--- src/pdm_pkg.sv ---
package pdm_pkg;
    // register offsets on the plain register port
    localparam logic [2:0] OFS_PIN_LEVELS  = 3'h0;
    localparam logic [2:0] OFS_OUT_LATCH   = 3'h1;
    localparam logic [2:0] OFS_DIRECTION   = 3'h2;
    localparam logic [2:0] OFS_PAD_CONFIG  = 3'h3;
    localparam logic [2:0] OFS_OPEN_DRAIN  = 3'h4;
    localparam logic [2:0] OFS_ANALOG_HIGH = 3'h5;
    localparam logic [2:0] OFS_MUX_CTRL    = 3'h6;
    // reset values
    localparam logic [7:0] RST_DIRECTION = 8'hFF;
    localparam logic [7:0] RST_ZERO      = 8'h00;
    // pad configuration field positions
    localparam int PAD_D_PU   = 7;
    localparam int PAD_E_PU   = 6;
    localparam int PAD_F_PU   = 5;
    localparam int PAD_G_PU   = 4;
    localparam int PAD_CHARGE = 0;
    localparam logic [7:0] ANALOG_IMPL_MASK = 8'h7F;
    // mux control field positions
    localparam int MUX_PSP_EN    = 0;
    localparam int MUX_CCP_EN    = 1;
    localparam int MUX_PWM_EN    = 2;
    localparam int MUX_SER_EN    = 3;
    localparam int MUX_SER_SYNC  = 4;
    localparam int MUX_SHUT_TRI  = 5;
    localparam logic [7:0] MUX_IMPL_MASK = 8'h3F;
    // upper pin positions
    localparam int PIN_CCP = 4;
    localparam int PIN_B   = 5;
    localparam int PIN_C   = 6;
    localparam int PIN_D   = 7;
    // package variants
    typedef enum logic [1:0] {
        PDM_PKG_SMALL = 2'b00,
        PDM_PKG_MID   = 2'b01,
        PDM_PKG_LARGE = 2'b10
    } pdm_variant_e;
endpackage

--- src/pdm_pin_if.sv ---
`timescale 1ns/1ps
interface pdm_pin_if;
    logic [3:0] drive_en;
    logic [3:0] drive_val;
    logic [3:0] psp_sel;
    modport ctrl (output drive_en, output drive_val, output psp_sel);
    modport pad (input drive_en, input drive_val, input psp_sel);
endinterface

--- src/pdm_pin_sel.sv ---
`timescale 1ns/1ps
module pdm_pin_sel (
    // register state
    input  wire logic [7:0] dir,
    input  wire logic [7:0] latch,
    input  wire logic [7:0] mux,
    // peripheral outputs
    input  wire logic       ccp_out,
    input  wire logic [3:0] pwm_out,
    input  wire logic       pwm_shutdown,
    input  wire logic       ser_tx,
    input  wire logic       ser_clk_out,
    input  wire logic       ser_data_out,
    input  wire logic       ser_data_drive,
    input  wire logic [3:0] psp_out,
    input  wire logic       psp_drive,
    // selection result
    pdm_pin_if.ctrl         sel
);
    // per pin precedence: slave port, then peripherals, then latch
    always_comb begin
        logic psp_on;
        logic pwm_on;
        logic ser_on;
        logic sync_on;
        logic tri_off;
        psp_on  = mux[pdm_pkg::MUX_PSP_EN];
        pwm_on  = mux[pdm_pkg::MUX_PWM_EN];
        ser_on  = mux[pdm_pkg::MUX_SER_EN];
        sync_on = mux[pdm_pkg::MUX_SER_SYNC];
        tri_off = pwm_on && pwm_shutdown && mux[pdm_pkg::MUX_SHUT_TRI];
        sel.psp_sel = {4{psp_on}};
        for (int i = 0; i < 4; i++) begin
            sel.drive_en[i]  = ~dir[i + pdm_pkg::PIN_CCP];
            sel.drive_val[i] = latch[i + pdm_pkg::PIN_CCP];
            if (pwm_on) begin
                sel.drive_val[i] = pwm_out[i];
                if (tri_off) begin
                    sel.drive_en[i] = 1'b0;
                end
            end
        end
        if (!pwm_on && mux[pdm_pkg::MUX_CCP_EN]) begin
            sel.drive_val[0] = ccp_out;
        end
        if (ser_on) begin
            sel.drive_val[2] = sync_on ? ser_clk_out : ser_tx;
            sel.drive_en[2]  = ~dir[pdm_pkg::PIN_C];
            if (sync_on) begin
                sel.drive_val[3] = ser_data_out;
                sel.drive_en[3]  = ser_data_drive;
            end else begin
                sel.drive_en[3] = ~dir[pdm_pkg::PIN_D];
            end
        end
        if (psp_on) begin
            sel.drive_en  = {4{psp_drive}};
            sel.drive_val = psp_out;
        end
    end
endmodule

--- src/pdm_port_mux.sv ---
// The implementer's own choices: the plain strobed port and the address map.
`timescale 1ns/1ps
////////////////////////////////////////////////////////////////////////////////
// How it works
// direction bit clear drives latch; set samples pin into port register.
// every pin comes up as an input after reset.
// fifth pin carries compare/PWM output when output, feeds capture when input.
// PWM channels A and B override latch; tri-state on shutdown.
// PWM channels C and D drive seventh and eighth pins; tri-state allowed.
// slave port enabled makes upper pins data lines, ignoring direction bits.
// serial transmit drives seventh pin over latch when direction bit clear.
// sync mode seventh pin is serial clock, out or in by direction.
// direction set feeds eighth pin to serial receive input.
// sync mode eighth pin carries serial data, serial port drives it.
// pull-up bits missing on smaller variants are unimplemented, read zero.
// pull-up off bit, output direction, or reset switch pull-ups off.
// precedence is slave port, then peripheral outputs, then latch data.
module pdm_port_mux (
    // clock and reset
    input  wire logic       clk_sys,
    input  wire logic       srst,
    // package variant strap
    input  wire logic [1:0] variant,
    // register port
    input  wire logic [2:0] reg_addr,
    input  wire logic [7:0] reg_wdata,
    input  wire logic       reg_wr,
    input  wire logic       reg_rd,
    output logic      [7:0] reg_rdata,
    // pads
    input  wire logic [7:0] pad_in,
    output logic      [7:0] pad_out,
    output logic      [7:0] pad_oe,
    output logic      [7:0] pad_pullup,
    output logic      [7:0] pad_open_drain,
    // capture/compare unit
    input  wire logic       ccp_out,
    output logic            ccp_capture_in,
    // enhanced pwm
    input  wire logic [3:0] pwm_out,
    input  wire logic       pwm_shutdown,
    // second serial port
    input  wire logic       ser_tx,
    input  wire logic       ser_clk_out,
    input  wire logic       ser_data_out,
    input  wire logic       ser_data_drive,
    output logic            ser_clk_in,
    output logic            ser_rx_in,
    // parallel slave port
    input  wire logic [3:0] psp_out,
    input  wire logic       psp_drive,
    output logic      [3:0] psp_in,
    // pad and analog configuration
    output logic            charge_unit_data_select,
    output logic      [7:0] analog_select
);
    ////////////////////////////////////////////////////////////////////////////
    logic [7:0] port_d_output_latch_ff;
    logic [7:0] port_d_direction_ff;
    logic [7:0] pad_config_one_ff;
    logic [7:0] open_drain_control_ff;
    logic [7:0] analog_select_high_ff;
    logic [7:0] mux_ctrl_ff;
    logic [7:0] port_d_pin_levels_ff;
    logic [7:0] nxt_pad_cfg;
    logic [7:0] nxt_oe;
    logic [7:0] nxt_out;
    pdm_pin_if  upper ();

    // mask of pad config bits present on the given variant
    function automatic logic [7:0] pad_mask(input logic [1:0] v);
        logic [7:0] m;
        m = '0;
        m[pdm_pkg::PAD_CHARGE] = 1'b1;
        if (v != pdm_pkg::PDM_PKG_SMALL) begin
            m[pdm_pkg::PAD_D_PU] = 1'b1;
            m[pdm_pkg::PAD_E_PU] = 1'b1;
        end
        if (v == pdm_pkg::PDM_PKG_LARGE) begin
            m[pdm_pkg::PAD_F_PU] = 1'b1;
            m[pdm_pkg::PAD_G_PU] = 1'b1;
        end
        return m;
    endfunction

    ////////////////////////////////////////////////////////////////////////////
    // output latch
    always_ff @(posedge clk_sys) begin
        if (srst) begin
            port_d_output_latch_ff <= pdm_pkg::RST_ZERO;
        end else if (reg_wr && (reg_addr == pdm_pkg::OFS_PIN_LEVELS ||
                                reg_addr == pdm_pkg::OFS_OUT_LATCH)) begin
            port_d_output_latch_ff <= reg_wdata;
        end
    end

    // direction register, all inputs on reset
    always_ff @(posedge clk_sys) begin
        if (srst) begin
            port_d_direction_ff <= pdm_pkg::RST_DIRECTION;
        end else if (reg_wr && reg_addr == pdm_pkg::OFS_DIRECTION) begin
            port_d_direction_ff <= reg_wdata;
        end
    end

    // pad configuration, unimplemented bits held at zero
    assign nxt_pad_cfg = reg_wdata & pad_mask(variant);
    always_ff @(posedge clk_sys) begin
        if (srst) begin
            pad_config_one_ff <= pdm_pkg::RST_ZERO;
        end else if (reg_wr && reg_addr == pdm_pkg::OFS_PAD_CONFIG) begin
            pad_config_one_ff <= nxt_pad_cfg;
        end else begin
            pad_config_one_ff <= pad_config_one_ff & pad_mask(variant);
        end
    end

    // open drain and analog select
    always_ff @(posedge clk_sys) begin
        if (srst) begin
            open_drain_control_ff <= pdm_pkg::RST_ZERO;
            analog_select_high_ff <= pdm_pkg::RST_ZERO;
        end else if (reg_wr && reg_addr == pdm_pkg::OFS_OPEN_DRAIN) begin
            open_drain_control_ff <= reg_wdata;
        end else if (reg_wr && reg_addr == pdm_pkg::OFS_ANALOG_HIGH) begin
            analog_select_high_ff <= reg_wdata & pdm_pkg::ANALOG_IMPL_MASK;
        end
    end

    // function enables for the upper pins
    always_ff @(posedge clk_sys) begin
        if (srst) begin
            mux_ctrl_ff <= pdm_pkg::RST_ZERO;
        end else if (reg_wr && reg_addr == pdm_pkg::OFS_MUX_CTRL) begin
            mux_ctrl_ff <= reg_wdata & pdm_pkg::MUX_IMPL_MASK;
        end
    end

    ////////////////////////////////////////////////////////////////////////////
    // upper pin selection
    pdm_pin_sel u_sel (
        .dir            (port_d_direction_ff),
        .latch          (port_d_output_latch_ff),
        .mux            (mux_ctrl_ff),
        .ccp_out        (ccp_out),
        .pwm_out        (pwm_out),
        .pwm_shutdown   (pwm_shutdown),
        .ser_tx         (ser_tx),
        .ser_clk_out    (ser_clk_out),
        .ser_data_out   (ser_data_out),
        .ser_data_drive (ser_data_drive),
        .psp_out        (psp_out),
        .psp_drive      (psp_drive),
        .sel            (upper.ctrl)
    );

    // lower pins are plain latch outputs
    assign nxt_oe  = {upper.drive_en, ~port_d_direction_ff[3:0]};
    assign nxt_out = {upper.drive_val, port_d_output_latch_ff[3:0]};

    // registered pad drive and pull-ups
    always_ff @(posedge clk_sys) begin
        if (srst) begin
            pad_oe         <= pdm_pkg::RST_ZERO;
            pad_out        <= pdm_pkg::RST_ZERO;
            pad_pullup     <= pdm_pkg::RST_ZERO;
            pad_open_drain <= pdm_pkg::RST_ZERO;
        end else begin
            pad_oe         <= nxt_oe;
            pad_out        <= nxt_out;
            pad_pullup     <= {8{~pad_config_one_ff[pdm_pkg::PAD_D_PU]}} & ~nxt_oe;
            pad_open_drain <= open_drain_control_ff;
        end
    end

    // pin sampling and peripheral inputs
    always_ff @(posedge clk_sys) begin
        if (srst) begin
            port_d_pin_levels_ff <= pdm_pkg::RST_ZERO;
            ccp_capture_in       <= 1'b0;
            ser_clk_in           <= 1'b0;
            ser_rx_in            <= 1'b0;
            psp_in               <= '0;
        end else begin
            port_d_pin_levels_ff <= pad_in;
            ccp_capture_in       <= pad_in[pdm_pkg::PIN_CCP];
            ser_clk_in           <= pad_in[pdm_pkg::PIN_C];
            ser_rx_in            <= pad_in[pdm_pkg::PIN_D];
            psp_in               <= pad_in[pdm_pkg::PIN_D:pdm_pkg::PIN_CCP];
        end
    end

    // configuration outputs
    always_ff @(posedge clk_sys) begin
        if (srst) begin
            charge_unit_data_select <= 1'b0;
            analog_select           <= pdm_pkg::RST_ZERO;
        end else begin
            charge_unit_data_select <= pad_config_one_ff[pdm_pkg::PAD_CHARGE];
            analog_select           <= analog_select_high_ff;
        end
    end

    ////////////////////////////////////////////////////////////////////////////
    // read data, one cycle after the strobe
    always_ff @(posedge clk_sys) begin
        if (srst) begin
            reg_rdata <= pdm_pkg::RST_ZERO;
        end else if (reg_rd) begin
            unique case (reg_addr)
                pdm_pkg::OFS_PIN_LEVELS:  reg_rdata <= port_d_pin_levels_ff;
                pdm_pkg::OFS_OUT_LATCH:   reg_rdata <= port_d_output_latch_ff;
                pdm_pkg::OFS_DIRECTION:   reg_rdata <= port_d_direction_ff;
                pdm_pkg::OFS_PAD_CONFIG:  reg_rdata <= pad_config_one_ff;
                pdm_pkg::OFS_OPEN_DRAIN:  reg_rdata <= open_drain_control_ff;
                pdm_pkg::OFS_ANALOG_HIGH: reg_rdata <= analog_select_high_ff;
                pdm_pkg::OFS_MUX_CTRL:    reg_rdata <= mux_ctrl_ff;
                default:                  reg_rdata <= pdm_pkg::RST_ZERO;
            endcase
        end else begin
            reg_rdata <= pdm_pkg::RST_ZERO;
        end
    end
endmodule

--- config.mk ---
export PLATFORM = sky130hd
export DESIGN_NAME = pdm_port_mux
export DESIGN_NICKNAME = d
export VERILOG_FILES = /design/src/pdm_pkg.sv /design/src/pdm_pin_if.sv /design/src/pdm_pin_sel.sv /design/src/pdm_port_mux.sv
export SDC_FILE = /design/constraint.sdc
export NUM_CORES = 1
export LEC_CHECK = 0
export BUFFER_PORTS_ARGS = -buffer_cell sky130_fd_sc_hd__buf_2
export CAP_MARGIN = 10
export CELL_PAD_IN_SITES_DETAIL_PLACEMENT = 0
export CELL_PAD_IN_SITES_GLOBAL_PLACEMENT = 1
export CORE_MARGIN = 2
export CORE_UTILIZATION = 45
export CTS_BUF_LIST = sky130_fd_sc_hd__clkbuf_2 sky130_fd_sc_hd__clkbuf_4 sky130_fd_sc_hd__clkbuf_8
export CTS_CLUSTER_DIAMETER = 120
export CTS_CLUSTER_SIZE = 10
export DETAILED_ROUTE_END_ITERATION = 6
export PLACE_DENSITY = 0.94
export REMOVE_ABC_BUFFERS = 1
export SLEW_MARGIN = 5
export SYNTH_ARGS = -nofsm -noshare
export SYNTH_HDL_FRONTEND = slang
export SYNTH_HIERARCHICAL = 1
export SYNTH_SLANG_ARGS = --single-unit
--- constraint.sdc ---
create_clock -name clk_sys -period 3.5 [get_ports clk_sys]
set_input_delay 1.05 -clock clk_sys [delete_from_list [all_inputs] [get_ports clk_sys]]
set_output_delay 1.05 -clock clk_sys [all_outputs]
set_load 0.01 [all_outputs]
==> metrics.md <==
| Metric | Value |
|---|---|
| Global-route wire length before repair | 13300 um |
| Commonest cells after routing, fill and taps aside | dfxtp_1, buf_2, nor2_1 |
| Final GP Congestion | 0.851 |
| Final Skew | 0.0129 ns |
| Path category of the worst min-delay check | flip-flop to flip-flop |
| Unrepaired setup endpoints after global routing | false |
| Final Max Tran Viols | 0 |
| Largest net degree at the start of global routing | 66 |
| CTS Root Cell | clkbuf_8 |
| Final setup viols | 0 |
| H-tree depth | 3 |
| Total chip power | 2.03 mW |
| DIE WIDTH | 95.1 um |
| Clock sink total | 98 |
| Mapped cell area | 3740 sq um |
| PD cells | 465 nW/um^2 |
| CTS buffer count | 9 |
| Fin cells | 556 |
| Detailed placer's ending HPWL | 5920 um |
| Share of layout cells above drive strength 1 | 28.4% |
| Layout Area Growth over Synthesis | 17.0% |
| Power share of the sequential group | 57.4% |
| Crit path buf inv count | 1 |
| Routed vias | 2800 |
| TritonCTS clock tree | yes |
| Global Route Usage Sum | 19.6% |
| Hold Path Cell Cnt | 1 |
| Die Span Y | 95.1 um |
| Worst slew pin tran | 0.608 ns |
| Tmin final | 2.23 ns |
| Slowest cell on crit path | and2_1 |
| CP Data Required Time | 3.75 ns |
| Part of the power in the clock network | 33.6% |
| Outcome | finished clean |
| Core area | 8130 sq um |
| Switch share | 26.3% |
| Initial DRC Count | 156 |
| Vias in the first global route | 2636 |
| FF-to-FF End | pad_out[7]$_SDFF_PP0_ |
| Total grt overflow | 0 |
| Worst-Skew Late Latency | 0.38 ns |
| CP top delay family | simple AND/OR/NAND/NOR gates |
| Routed Antenna Nets | 0 |
| Comb power frac | 9.0% |
| Worst VDD drop | 0.000219 V |
| DRC errors left | 0 |
| Final worst-path cycle share | 63.7% |
| R2R setup slack | 2.06 ns |
| Count of hold-fix buffers inserted at cts | 0 |
| Critical Path AT | 2.48 ns |
| # rows | 33 |
| Hold Path Sink | pad_oe[1]$_SDFF_PP0_ |
| Most common cell after layout, fill and taps aside | dfxtp_1 |
| Clock transition at the registers of the reported paths | 0.10 ns |
| Avg WL per Cell | 15.0 um |
| Syn avg cell area | 10.3 sq um |
| Synth Instances | 364 |
| I/O pins | 96 |
| Post_cts resized | 0 |
| Setup TNS | 0 ns |
| Synth warn | 6 |
| Slowest stage delay, CP | 0.47 ns |
| Final Hold Viols | 0 |
| IO Port Bufs | 94 |
| Net count, final | 486 |
| Antenna cells | 0 |
| Initial DRT Pass Iterations | 4 |
| FF-to-FF path depth | 4 |
| Setup Fix Bufs, Post-CTS | 0 |
| RR Startpoint | mux_ctrl_ff[2]$_SDFFE_PP0P_ |
| Crit. End Element | flip-flop |
| Switching power total | 0.535 mW |
| Worst path cell trace | buf_2, nor2b_4, and2_1, mux2i_1, nor2_1 |
| FMAX | 449 MHz |
| Antenna violations before repair | 0 |
| Worst hold path startpoint | port_d_direction_ff[1]$_SDFFE_PP1P_ |
| Max-Cap Viols | 0 |
| Initial Utilization | 45.9% |
| CP Class | primary input to flip-flop |
| Total placed cells including tap cells | 540 |
| Int Pwr | 1.50 mW |
| Max-slew headroom | 59.4% |
| Fillers | 726 |
| LEAKAGE | 2.04 nW |
| Die area | 9050 sq um |
| Clock Path Buffers | 2 |
| WL final | 8350 um |
| CP startpoint kind | primary input |
| Crit-path max FO | 24 |
| DR vias/cell | 5.04 |
[power by group through the flow]
| stage | Clock [mW] | Combinational (mW) | Sequential (mW) |
|---|---|---|---|
| after global placement | 0 | 0.179 | 1.19 |
| after CTS | 0.699 | 0.183 | 1.17 |
| after global routing | 0.741 | 0.202 | 1.17 |
| after floorplan | 0 | 0.0798 | 1.20 |
| final | 0.685 | 0.183 | 1.17 |
| after detailed placement | 0 | 0.182 | 1.19 |
[worst register-to-register path, cell delays in order (launching register included)]
cell     delay, ns
dfxtp_1       0.65
mux2_4        0.34
mux2i_1       0.13
o21ai_1       0.06
nor2b_1       0.14
[stage by stage]
stage / setup WS, ns / util, % / area, sq um / hold WS (ns)
floorplan: 1.11 / - / 3570 / 0.418
global placement: 0.962 / 51.5 / 4190 / 0.442
detailed placement: 0.885 / 51.5 / 4190 / 0.447
CTS: 1.30 / 53.8 / 4370 / 0.466
global route: 1.17 / 53.8 / 4370 / 0.481
finish: 1.27 / 53.8 / 4370 / 0.466
[worst max-delay path by stage]
stage                                                   endpoint         from  cells after the start
after floorplan           port_d_output_latch_ff[0]$_SDFFE_PP0P_  reg_addr[2]                      3
after global placement     open_drain_control_ff[1]$_SDFFE_PP0P_  reg_addr[2]                      5
after detailed placement   open_drain_control_ff[2]$_SDFFE_PP0P_  reg_addr[2]                      5
after CTS                  open_drain_control_ff[2]$_SDFFE_PP0P_  reg_addr[2]                      5
after global routing       open_drain_control_ff[7]$_SDFFE_PP0P_  reg_addr[2]                      5
final                      open_drain_control_ff[2]$_SDFFE_PP0P_  reg_addr[2]                      5
[area by class of cell]
type	count	area [sq um]	share of cell area, %
inverters	3	11.3	0.257
repair buffers	96	485	11.1
flip-flops and latches	98	1960	44.9
well taps	105	131	3.00
clock inverters	7	62.6	1.43
multi-input cells	238	1600	36.5
clock buffers	9	124	2.83
[state kept, by name (all words and copies together) (netlist names)]
| register | cells |
|---|---|
| port_d_direction_ff | 8 |
| pad_pullup | 8 |
| analog_select_high_ff | 7 |
| pad_config_one_ff | 5 |
| pad_oe | 8 |
| open_drain_control_ff | 8 |
| reg_rdata | 8 |
| charge_unit_data_select | 1 |
| mux_ctrl_ff | 6 |
| port_d_pin_levels_ff | 4 |
| psp_in | 3 |
| analog_select | 7 |
| pad_out | 8 |
| port_d_output_latch_ff | 8 |
| pad_open_drain | 8 |
| ser_rx_in | 1 |
[layer usage]
metal	vias to the layer above	share of wire, %	GRT usage, %
li1	1377	-	-
met3	12	5.9	3.95
met4	0	2.0	8.21
met2	106	46	30.2
met5	-	0	0
met1	1305	46	26.8
No activity file was read; power rests on OpenSTA's default activity.
